## config.mk

```make
export PLATFORM = sky130hd
export DESIGN_NAME = can_rx_filter
export DESIGN_NICKNAME = d
export VERILOG_FILES = /design/src/include/can_filt_pkg.sv /design/src/verilog/filter_match.sv /design/src/verilog/first_hit_pick.sv /design/src/verilog/can_rx_filter.sv
export SDC_FILE = /design/constraint.sdc
export NUM_CORES = 2
export LEC_CHECK = 0
export BUFFER_PORTS_ARGS = -buffer_cell sky130_fd_sc_hd__buf_2
export CORE_MARGIN = 3
export CORE_UTILIZATION = 30
export CTS_BUF_LIST = sky130_fd_sc_hd__clkbuf_4
export DETAILED_ROUTE_END_ITERATION = 16
export PLACE_DENSITY = 0.54
export SLEW_MARGIN = 10
export SYNTH_ARGS = -nofsm -noshare
export SYNTH_HDL_FRONTEND = slang
export SYNTH_SLANG_ARGS = --single-unit
```

## constraint.sdc

```tcl
create_clock -name core_clk -period 8.2 [get_ports core_clk]
set_input_delay 0.82 -clock core_clk [delete_from_list [all_inputs] [get_ports core_clk]]
set_output_delay 0.82 -clock core_clk [all_outputs]
set_load 0.005 [all_outputs]
```

## src/include/can_filt_pkg.sv

```systemverilog
// constants for the can receive acceptance filter and routing block
package can_filt_pkg;
	localparam int          NUM_FLT     = 16;
	localparam int          NUM_MSK     = 3;
	localparam int          ROUTE_REGS  = 4;
	localparam int          MSEL_REGS   = 2;
	localparam int          ADDR_W      = 8;
	localparam int          ROUTE_W     = 4;
	localparam int          MSEL_W      = 2;
	localparam int          SID_W       = 11;
	localparam int          EID_W       = 18;
	localparam int          CNT_W       = 8;

	// byte offsets on the register bus
	localparam logic [7:0]  OFS_ROUTE   = 8'h00;
	localparam logic [7:0]  OFS_MSEL    = 8'h10;
	localparam logic [7:0]  OFS_FEN     = 8'h18;
	localparam logic [7:0]  OFS_STAT    = 8'h1C;
	localparam logic [7:0]  OFS_MASK    = 8'h20;
	localparam logic [7:0]  OFS_MASK_END = 8'h38;
	localparam logic [7:0]  OFS_FLT     = 8'h40;
	localparam logic [7:0]  OFS_FLT_END = 8'hC0;

	// field positions in the identifier registers
	localparam int          SID_LSB     = 5;
	localparam int          SID_MSB     = 15;
	localparam int          QUAL_BIT    = 3;
	localparam int          EIDH_MSB    = 1;
	localparam logic [15:0] SID_IMPL    = 16'hFFEB;

	// field positions in the status register
	localparam int          ST_DEST_LSB = 0;
	localparam int          ST_FLT_LSB  = 4;
	localparam int          ST_HIT_BIT  = 8;
	localparam int          ST_ACC_LSB  = 16;
	localparam int          ST_REJ_LSB  = 24;

	// codes and reset values
	localparam logic [3:0]  ROUTE_FIFO  = 4'hF;
	localparam logic [1:0]  MSEL_NONE   = 2'h3;
	localparam logic [15:0] ROUTE_RST   = 16'h0000;
	localparam logic [15:0] MSEL_RST    = 16'h0000;
	localparam logic [15:0] FEN_RST     = 16'hFFFF;
endpackage

```

## src/verilog/filter_match.sv

```systemverilog
// identifier comparison of one acceptance filter against a received frame
module filter_match (
	input  wire logic [15:0]                      flt_sid,
	input  wire logic [15:0]                      flt_eid,
	input  wire logic [15:0]                      msk_sid,
	input  wire logic [15:0]                      msk_eid,
	input  wire logic                             enable,
	input  wire logic                             rx_ide,
	input  wire logic [can_filt_pkg::SID_W-1:0]   rx_sid,
	input  wire logic [can_filt_pkg::EID_W-1:0]   rx_eid,
	output logic                                  hit
);
	import can_filt_pkg::*;

	logic [SID_W-1:0] sid_diff;
	logic [EID_W-1:0] eid_diff;
	logic             sid_ok;
	logic             eid_ok;
	logic             type_ok;

	// mask bit 1 compares, 0 is a don't-care
	assign sid_diff = (flt_sid[SID_MSB:SID_LSB] ^ rx_sid) & msk_sid[SID_MSB:SID_LSB];
	assign eid_diff = ({flt_sid[EIDH_MSB:0], flt_eid} ^ rx_eid)
		& {msk_sid[EIDH_MSB:0], msk_eid};
	assign sid_ok   = (sid_diff == '0);
	assign eid_ok   = (eid_diff == '0);
	// qualifier only counts when the mask asks for a type check
	assign type_ok  = ~msk_sid[QUAL_BIT] | (flt_sid[QUAL_BIT] == rx_ide);
	// standard frames carry no extended bits to compare
	assign hit      = enable & sid_ok & (eid_ok | ~rx_ide) & type_ok;
endmodule

```

## src/verilog/first_hit_pick.sv

```systemverilog
// picks the lowest-numbered set bit of a hit vector
module first_hit_pick #(
	parameter int N = 16
) (
	input  wire logic [N-1:0]         hits,
	output logic                      any,
	output logic [$clog2(N)-1:0]      idx
);
	if (N < 2) begin : g_chk
		$error("first_hit_pick needs at least two inputs");
	end

	always_comb begin
		any = 1'b0;
		idx = '0;
		for (int i = N - 1; i >= 0; i--) begin
			if (hits[i]) begin
				any = 1'b1;
				idx = i[$clog2(N)-1:0];
			end
		end
	end
endmodule

```

## src/verilog/can_rx_filter.sv

```systemverilog
// can receive acceptance filters with routing to rx buffers or the rx fifo
// What this block does
// - route field value k from 0 to 14 stores the filter's hits in buffer k.
// - route field value 1111 stores the filter's hits in the receive fifo.
// - route fields sit four per register, lowest filter in bits 3-0.
// - each compared standard id bit must equal the stored bit in bits 15-5.
// - extended bits 17-16 sit in bits 1-0, bits 15-0 in second register.
// - qualifier bit 3 picks extended or standard frames when type check is on.
// - mask choice 00, 01, 10 picks mask set 0, 1, 2; 11 means no mask.
// - mask choice fields are two bits per filter, filter 0 in bits 1-0.
// - bits 4 and 2 of the standard id register read zero, ignore writes.
// - routing and mask choice clear on reset; identifier bits stay unknown.
// - a mask bit of 1 compares that id bit, 0 makes it a don't-care.
// - with type check clear both frame kinds pass on identifier match.
// - only filters whose enable bit is set can accept a frame.
module can_rx_filter (
	input  wire logic                              core_clk,
	input  wire logic                              resetn,
	input  wire logic                              ce,
	input  wire logic                              wb_cyc_i,
	input  wire logic                              wb_stb_i,
	input  wire logic                              wb_we_i,
	input  wire logic [can_filt_pkg::ADDR_W-1:0]   wb_adr_i,
	input  wire logic [3:0]                        wb_sel_i,
	input  wire logic [31:0]                       wb_dat_i,
	output logic [31:0]                            wb_dat_o,
	output logic                                   wb_ack_o,
	input  wire logic                              rx_valid,
	input  wire logic                              rx_ide,
	input  wire logic [can_filt_pkg::SID_W-1:0]    rx_sid,
	input  wire logic [can_filt_pkg::EID_W-1:0]    rx_eid,
	output logic                                   acc_valid,
	output logic                                   acc_fifo,
	output logic [can_filt_pkg::ROUTE_W-1:0]       acc_buf,
	output logic [3:0]                             acc_filter,
	output logic                                   rej_valid
);
	import can_filt_pkg::*;

	// register storage
	logic [15:0]        route_q [ROUTE_REGS];
	logic [15:0]        msel_q [MSEL_REGS];
	logic [15:0]        fen_q;
	logic [15:0]        flt_sid_q [NUM_FLT];
	logic [15:0]        flt_eid_q [NUM_FLT];
	logic [15:0]        msk_sid_q [NUM_MSK];
	logic [15:0]        msk_eid_q [NUM_MSK];

	// bus side
	logic               ack_q;
	logic [31:0]        dat_q;
	logic [31:0]        rd_d;
	logic               req;
	logic               wr_en;
	logic               is_route;
	logic               is_msel;
	logic               is_fen;
	logic               is_stat;
	logic               is_mask;
	logic               is_flt;
	logic [7:0]         mask_off;
	logic [7:0]         flt_off;
	logic [1:0]         route_idx;
	logic               msel_idx;
	logic [1:0]         mask_set;
	logic               mask_ext;
	logic [3:0]         flt_idx;
	logic               flt_ext;

	// match side
	logic [NUM_FLT-1:0] hits;
	logic [ROUTE_W-1:0] route_f [NUM_FLT];
	logic               first_any;
	logic [3:0]         first_idx;
	logic [ROUTE_W-1:0] first_dest;

	// result and status
	logic               acc_valid_q;
	logic               rej_valid_q;
	logic               acc_fifo_q;
	logic [ROUTE_W-1:0] acc_buf_q;
	logic [3:0]         acc_filter_q;
	logic               last_hit_q;
	logic [CNT_W-1:0]   acc_cnt_q;
	logic [CNT_W-1:0]   rej_cnt_q;
	logic               stat_clr;

	function automatic logic [15:0] wr16(
		input logic [15:0] old,
		input logic [31:0] dat,
		input logic [3:0]  sel
	);
		logic [15:0] r;
		r = old;
		if (sel[0]) begin
			r[7:0] = dat[7:0];
		end
		if (sel[1]) begin
			r[15:8] = dat[15:8];
		end
		return r;
	endfunction

	// address decode
	assign req       = wb_cyc_i & wb_stb_i;
	assign wr_en     = req & wb_we_i & ack_q;
	assign mask_off  = wb_adr_i - OFS_MASK;
	assign flt_off   = wb_adr_i - OFS_FLT;
	assign route_idx = wb_adr_i[3:2];
	assign msel_idx  = wb_adr_i[2];
	assign mask_set  = mask_off[4:3];
	assign mask_ext  = mask_off[2];
	assign flt_idx   = flt_off[6:3];
	assign flt_ext   = flt_off[2];
	assign is_route  = (wb_adr_i < OFS_MSEL);
	assign is_msel   = (wb_adr_i[7:3] == OFS_MSEL[7:3]);
	assign is_fen    = (wb_adr_i[7:2] == OFS_FEN[7:2]);
	assign is_stat   = (wb_adr_i[7:2] == OFS_STAT[7:2]);
	assign is_mask   = (wb_adr_i >= OFS_MASK) && (wb_adr_i < OFS_MASK_END);
	assign is_flt    = (wb_adr_i >= OFS_FLT) && (wb_adr_i < OFS_FLT_END);
	assign stat_clr  = wr_en & is_stat;

	// one-cycle ack, dropped the cycle after it is given
	always_ff @(posedge core_clk) begin
		if (!resetn) begin
			ack_q <= 1'b0;
		end else if (ce) begin
			ack_q <= req & ~ack_q;
		end
	end

	// read mux, unmapped addresses read zero
	always_comb begin
		rd_d = '0;
		if (is_route) begin
			rd_d[15:0] = route_q[route_idx];
		end else if (is_msel) begin
			rd_d[15:0] = msel_q[msel_idx];
		end else if (is_fen) begin
			rd_d[15:0] = fen_q;
		end else if (is_stat) begin
			rd_d[ST_DEST_LSB +: ROUTE_W] = acc_buf_q;
			rd_d[ST_FLT_LSB +: 4]        = acc_filter_q;
			rd_d[ST_HIT_BIT]             = last_hit_q;
			rd_d[ST_ACC_LSB +: CNT_W]    = acc_cnt_q;
			rd_d[ST_REJ_LSB +: CNT_W]    = rej_cnt_q;
		end else if (is_mask && mask_set != 2'h3) begin
			rd_d[15:0] = mask_ext ? msk_eid_q[mask_set] : msk_sid_q[mask_set];
		end else if (is_flt) begin
			rd_d[15:0] = flt_ext ? flt_eid_q[flt_idx] : flt_sid_q[flt_idx];
		end
	end

	always_ff @(posedge core_clk) begin
		if (!resetn) begin
			dat_q <= '0;
		end else if (ce) begin
			if (req & ~ack_q & ~wb_we_i) begin
				dat_q <= rd_d;
			end
		end
	end

	assign wb_ack_o = ack_q;
	assign wb_dat_o = dat_q;

	// routing fields, four filters per register
	always_ff @(posedge core_clk) begin
		if (!resetn) begin
			for (int r = 0; r < ROUTE_REGS; r++) begin
				route_q[r] <= ROUTE_RST;
			end
		end else if (ce) begin
			if (wr_en & is_route) begin
				route_q[route_idx] <= wr16(route_q[route_idx], wb_dat_i, wb_sel_i);
			end
		end
	end

	// mask choice fields, eight filters per register
	always_ff @(posedge core_clk) begin
		if (!resetn) begin
			for (int r = 0; r < MSEL_REGS; r++) begin
				msel_q[r] <= MSEL_RST;
			end
		end else if (ce) begin
			if (wr_en & is_msel) begin
				msel_q[msel_idx] <= wr16(msel_q[msel_idx], wb_dat_i, wb_sel_i);
			end
		end
	end

	// filter enables, all filters on after reset
	always_ff @(posedge core_clk) begin
		if (!resetn) begin
			fen_q <= FEN_RST;
		end else if (ce) begin
			if (wr_en & is_fen) begin
				fen_q <= wr16(fen_q, wb_dat_i, wb_sel_i);
			end
		end
	end

	// filter identifiers hold no reset value
	always_ff @(posedge core_clk) begin
		if (ce && wr_en && is_flt) begin
			if (flt_ext) begin
				flt_eid_q[flt_idx] <= wr16(flt_eid_q[flt_idx], wb_dat_i, wb_sel_i);
			end else begin
				flt_sid_q[flt_idx] <= wr16(flt_sid_q[flt_idx], wb_dat_i, wb_sel_i)
					& SID_IMPL;
			end
		end
	end

	// mask sets, unimplemented bits held at zero
	always_ff @(posedge core_clk) begin
		if (ce && wr_en && is_mask && mask_set != 2'h3) begin
			if (mask_ext) begin
				msk_eid_q[mask_set] <= wr16(msk_eid_q[mask_set], wb_dat_i, wb_sel_i);
			end else begin
				msk_sid_q[mask_set] <= wr16(msk_sid_q[mask_set], wb_dat_i, wb_sel_i)
					& SID_IMPL;
			end
		end
	end

	// per-filter compare
	for (genvar i = 0; i < NUM_FLT; i++) begin : g_flt
		logic [MSEL_W-1:0] choice;
		logic [15:0]       m_sid;
		logic [15:0]       m_eid;

		assign choice     = msel_q[i / 8][(i % 8) * MSEL_W +: MSEL_W];
		assign route_f[i] = route_q[i / 4][(i % 4) * ROUTE_W +: ROUTE_W];

		// no mask compares every bit and the frame type
		always_comb begin
			m_sid = SID_IMPL;
			m_eid = 16'hFFFF;
			unique case (choice)
				2'h0: begin
					m_sid = msk_sid_q[0];
					m_eid = msk_eid_q[0];
				end
				2'h1: begin
					m_sid = msk_sid_q[1];
					m_eid = msk_eid_q[1];
				end
				2'h2: begin
					m_sid = msk_sid_q[2];
					m_eid = msk_eid_q[2];
				end
				MSEL_NONE: begin
					m_sid = SID_IMPL;
					m_eid = 16'hFFFF;
				end
			endcase
		end

		filter_match u_match (
			.flt_sid (flt_sid_q[i]),
			.flt_eid (flt_eid_q[i]),
			.msk_sid (m_sid),
			.msk_eid (m_eid),
			.enable  (fen_q[i]),
			.rx_ide  (rx_ide),
			.rx_sid  (rx_sid),
			.rx_eid  (rx_eid),
			.hit     (hits[i])
		);
	end

	first_hit_pick #(
		.N (NUM_FLT)
	) u_pick (
		.hits (hits),
		.any  (first_any),
		.idx  (first_idx)
	);

	assign first_dest = route_f[first_idx];

	// result pulses, one cycle after the frame strobe
	always_ff @(posedge core_clk) begin
		if (!resetn) begin
			acc_valid_q <= 1'b0;
			rej_valid_q <= 1'b0;
		end else if (ce) begin
			acc_valid_q <= rx_valid & first_any;
			rej_valid_q <= rx_valid & ~first_any;
		end
	end

	// destination of the last accepted frame
	always_ff @(posedge core_clk) begin
		if (!resetn) begin
			acc_fifo_q   <= 1'b0;
			acc_buf_q    <= '0;
			acc_filter_q <= '0;
		end else if (ce) begin
			if (rx_valid & first_any) begin
				acc_fifo_q   <= (first_dest == ROUTE_FIFO);
				acc_buf_q    <= first_dest;
				acc_filter_q <= first_idx;
			end
		end
	end

	// last-frame flag follows every frame
	always_ff @(posedge core_clk) begin
		if (!resetn) begin
			last_hit_q <= 1'b0;
		end else if (ce) begin
			if (rx_valid) begin
				last_hit_q <= first_any;
			end
		end
	end

	// counters cleared by a status write; a frame in the same cycle still counts
	always_ff @(posedge core_clk) begin
		if (!resetn) begin
			acc_cnt_q <= '0;
			rej_cnt_q <= '0;
		end else if (ce) begin
			if (rx_valid & first_any) begin
				acc_cnt_q <= stat_clr ? CNT_W'(1) : acc_cnt_q + CNT_W'(1);
			end else if (stat_clr) begin
				acc_cnt_q <= '0;
			end
			if (rx_valid & ~first_any) begin
				rej_cnt_q <= stat_clr ? CNT_W'(1) : rej_cnt_q + CNT_W'(1);
			end else if (stat_clr) begin
				rej_cnt_q <= '0;
			end
		end
	end

	assign acc_valid  = acc_valid_q;
	assign rej_valid  = rej_valid_q;
	assign acc_fifo   = acc_fifo_q;
	assign acc_buf    = acc_buf_q;
	assign acc_filter = acc_filter_q;
endmodule

```

==> flow_summary.yaml <==
outcome:
  status: "finished clean"
route:
  post-route-drc-count: 0
  top_layer: "met5"
  routed_wl_mm: 264.2
  final_antenna_net_count: 0
  wirelength_met1_mm: 98.46
  detail_route.wl_per_cell_um: 37.87
  route.met2.wl_mm: 110.7
  vias: 44620
  route.met3.wl_mm: 32.78
  drt-vias-per-instance: 6.396
  drt-initial-drc-count: 7487
  drt_pass1_iterations: 10
floorplan:
  die_w_um: 419.4
  dieHeight_um: 419.4
  start_util_pct: 30.22
  io_pins: 125
  rows: 151
  coreArea_um2: 169700
  die_area_um2: 175900
grt:
  grt_usage_pct: 29.27
  grt_max_degree: 110
  grt_pass1_wl_mm: 355.3
  overflow: 0
  antenna_found_initial: 37
  grt_pass1_vias: 41870
synthesis:
  synth_most_common_cell: "edfxtp_1"
  async_reset_ff_share_pct: 0
  synth_edf_count: 696
  synth-seq-cells: 773
  synth.top_cell.area_share_pct: 40.76
  synth-seq-area-share_pct: 43.77
  yosysWarningCount: 0
  synthTopCellsByArea: "edfxtp_1, mux4_2, mux2i_1"
  synth.largest_area_cell: "edfxtp_1"
  ys.flop_type: "edfxtp_1"
  synth_top_cells_by_count: "edfxtp_1, mux2i_1, xor2_1"
  synth_cell_types: 113
  avgSynthCellArea_um2: 11.43
  synth_area_um2: 51270
  postSynthCellCount: 4487
layout:
  area_delta_synth_final_pct: 11.35
  fill_cells: 17070
  drive_above_1_share_pct: 22.43
  nNetsFinal: 4665
hold_path:
  whs_path_depth: 3
  min_to: "fen_q[11]"
  hp-class: "primary input to register"
  hp-start: "resetn"
sta:
  slew_headroom_pct: 7.491
  worst_slew_pin_slew_ps: 1388
  rsz0062_at_grt: "no"
  setup_violations: 0
  tns_ps: 0
  report.final.hold_viol_count: 0
  clock_skew_ps: 120.2
  period_share_pct: 78.34
  slew_viol_final: 0
  fin_crit_ps: 6424
  max_freq_ghz: 0.1557
power:
  swShare_pct: 29.89
  leakagePower_uw: 0.01925
  power.density_nw_per_um2: 162.9
  power_uw: 9300
  p_int_uw: 6520
  switchingPower_uw: 2780
  p_clk_share_pct: 38.2
  vdd_drop_max_v: 0.0001518
  p_seq_share_pct: 47.2
  combPwrFrac_pct: 14.5
clocking:
  post_cts_buffers: 0
  cts_root_buffer: "clkbuf_4"
  htreeDepth: 4
  postCtsResizedCells: 0
  clkTransAtPathRegs_ps: 70
  cts_tree: "done"
  clockBufferDepth: 3
  clk_latency_ps: 1310
  cts.sinks: 773
  numCtsBuffers: 201
critical_path:
  arrival_ps: 7490
  worstPathMaxFanout: 20
  rr_worst_depth: 14
  required_ps: 9270
  r2r_end: "acc_buf[2]"
  critical_path_class: "register to register"
  worstSetupStartpointType: "register"
  rrSetupSlack_ps: 1780
  end_kind: "register"
  reg2reg_from: "msel_q[1][15]"
flow_run:
  drv_cap: 0
placement:
  place_congestion: 1.041
  portBuffers: 104
  dp_hpwl_mm: 185.6
[how the worst max path moves through the flow]
| stage | start | to | cells past startpoint |
|---|---|---|---|
| floorplan | wb_adr_i[3] | route_q[3][0] | 8 |
| CTS | msel_q[0][8] | acc_buf[2] | 16 |
| global route | msel_q[1][15] | acc_fifo | 14 |
| global placement | msel_q[0][0] | acc_buf[1] | 15 |
| detailed placement | msel_q[0][8] | acc_buf[2] | 16 |
| finish | msel_q[1][15] | acc_buf[2] | 14 |
[area by class of cell]
class                      instances  area (µm²)  share of cell area (%)
clock buffer                     288        2162                   3.787
clock inverter                    68       451.7                  0.7911
antenna                           24       60.06                  0.1052
multi-input combinational       3205       26550                   46.50
inverter                          57       214.0                  0.3747
tap                             2218        2775                   4.861
timing repair buffer             344        2441                   4.276
sequential                       773       22440                   39.31
[stage by stage]
step           cells  hold WS, ps  utilization [%]  setup slack, ps  area (µm²)
3_5_place_dp    6568        447.6            31.90             2145       54130
6_report        6977        117.4            33.65             1776       57090
3_3_place_gp    6568        448.2            31.90             2030       54120
5_1_grt         6962        62.24            33.63             1899       57060
4_1_cts         6953        4.629            33.61             2121       57030
2_1_floorplan   4516        448.3                -             3718       51380
[sequential cells by signal, summed over array words and instances (netlist names)]
signal,flops
msk_eid_q,64
wb_ack_o,1
acc_buf,4
route_q,64
acc_filter,4
flt_eid_q,256
msk_sid_q,56
acc_cnt_q,8
rej_cnt_q,8
fen_q,16
acc_valid,1
rej_valid,1
last_hit_q,1
msel_q,32
wb_dat_o,32
flt_sid_q,224
acc_fifo,1
[cell families after synthesis]
kind of cell	after synthesis	share of synthesized area [%]
muxes	746	19.70
other	1	0.007314
xor gates and xnor gates	483	8.280
buffers and inverters	538	4.927
AOI/OAI and AO/OA	861	11.99
DFF	773	43.77
adders and majority gates	2	0.04880
and+or+nand+nor	1083	11.28
[metal layers]
| layer | GRT usage (%) | up-vias |
|---|---|---|
| met5 | 0 | - |
| met4 | 21.08 | 24 |
| met3 | 8.964 | 903 |
| met2 | 42.21 | 3649 |
| met1 | 37.03 | 22480 |
| li1 | - | 17570 |
[critical path, cell delays in order (launching register included)]
cell	delay, ps
edfxtp_1	1000
nand2b_2	560
o221ai_1	470
o21ai_1	110
or3_1	370
o31ai_1	960
a2bb2oi_1	570
a2111oi_4	610
o21a_4	420
mux2_4	340
o211a_1	210
a311oi_2	260
a211oi_2	80
nand4b_1	130
a21oi_1	70
[cells in the final DEF, fill, tap and decap left out, types with 24 or more instances in the layout]
| master | instances |
|---|---|
| conb_1 | 30 |
| nand2_1 | 197 |
| o22ai_1 | 107 |
| clkbuf_4 | 288 |
| nand3_1 | 61 |
| a21oi_1 | 46 |
| o211ai_1 | 31 |
| inv_1 | 55 |
| nor4_1 | 37 |
| o21ai_0 | 230 |
| o221ai_1 | 69 |
| buf_4 | 210 |
| mux2_2 | 126 |
| nor2_1 | 248 |
| mux4_2 | 196 |
| o2111ai_1 | 28 |
| or3_1 | 30 |
| a22oi_1 | 37 |
| dfxtp_1 | 77 |
| nor3b_1 | 155 |
| xnor2_1 | 204 |
| o21a_1 | 39 |
| o21ai_1 | 25 |
| nand4_1 | 32 |
| xor2_1 | 276 |
| nor3_1 | 158 |
| mux2i_1 | 410 |
| dlygate4sd3_1 | 29 |
| buf_2 | 101 |
| edfxtp_1 | 696 |
| clkinv_1 | 40 |
| diode_2 | 24 |
[timing repair]
action,CTS,global route
endpoints found under the hold margin,44,0
hold buffers,29,0
setup endpoints to repair,0,0
[power by group through the flow]
stage	registers, µW	clock network [µW]	logic [µW]
3_3_place_gp	4470	0	1290
2_1_floorplan	4460	0	798
3_5_place_dp	4480	0	1290
4_1_cts	4390	3610	1300
6_report	4390	3560	1350
5_1_grt	4390	3800	1380
No activity file was read; power rests on OpenSTA's default activity.
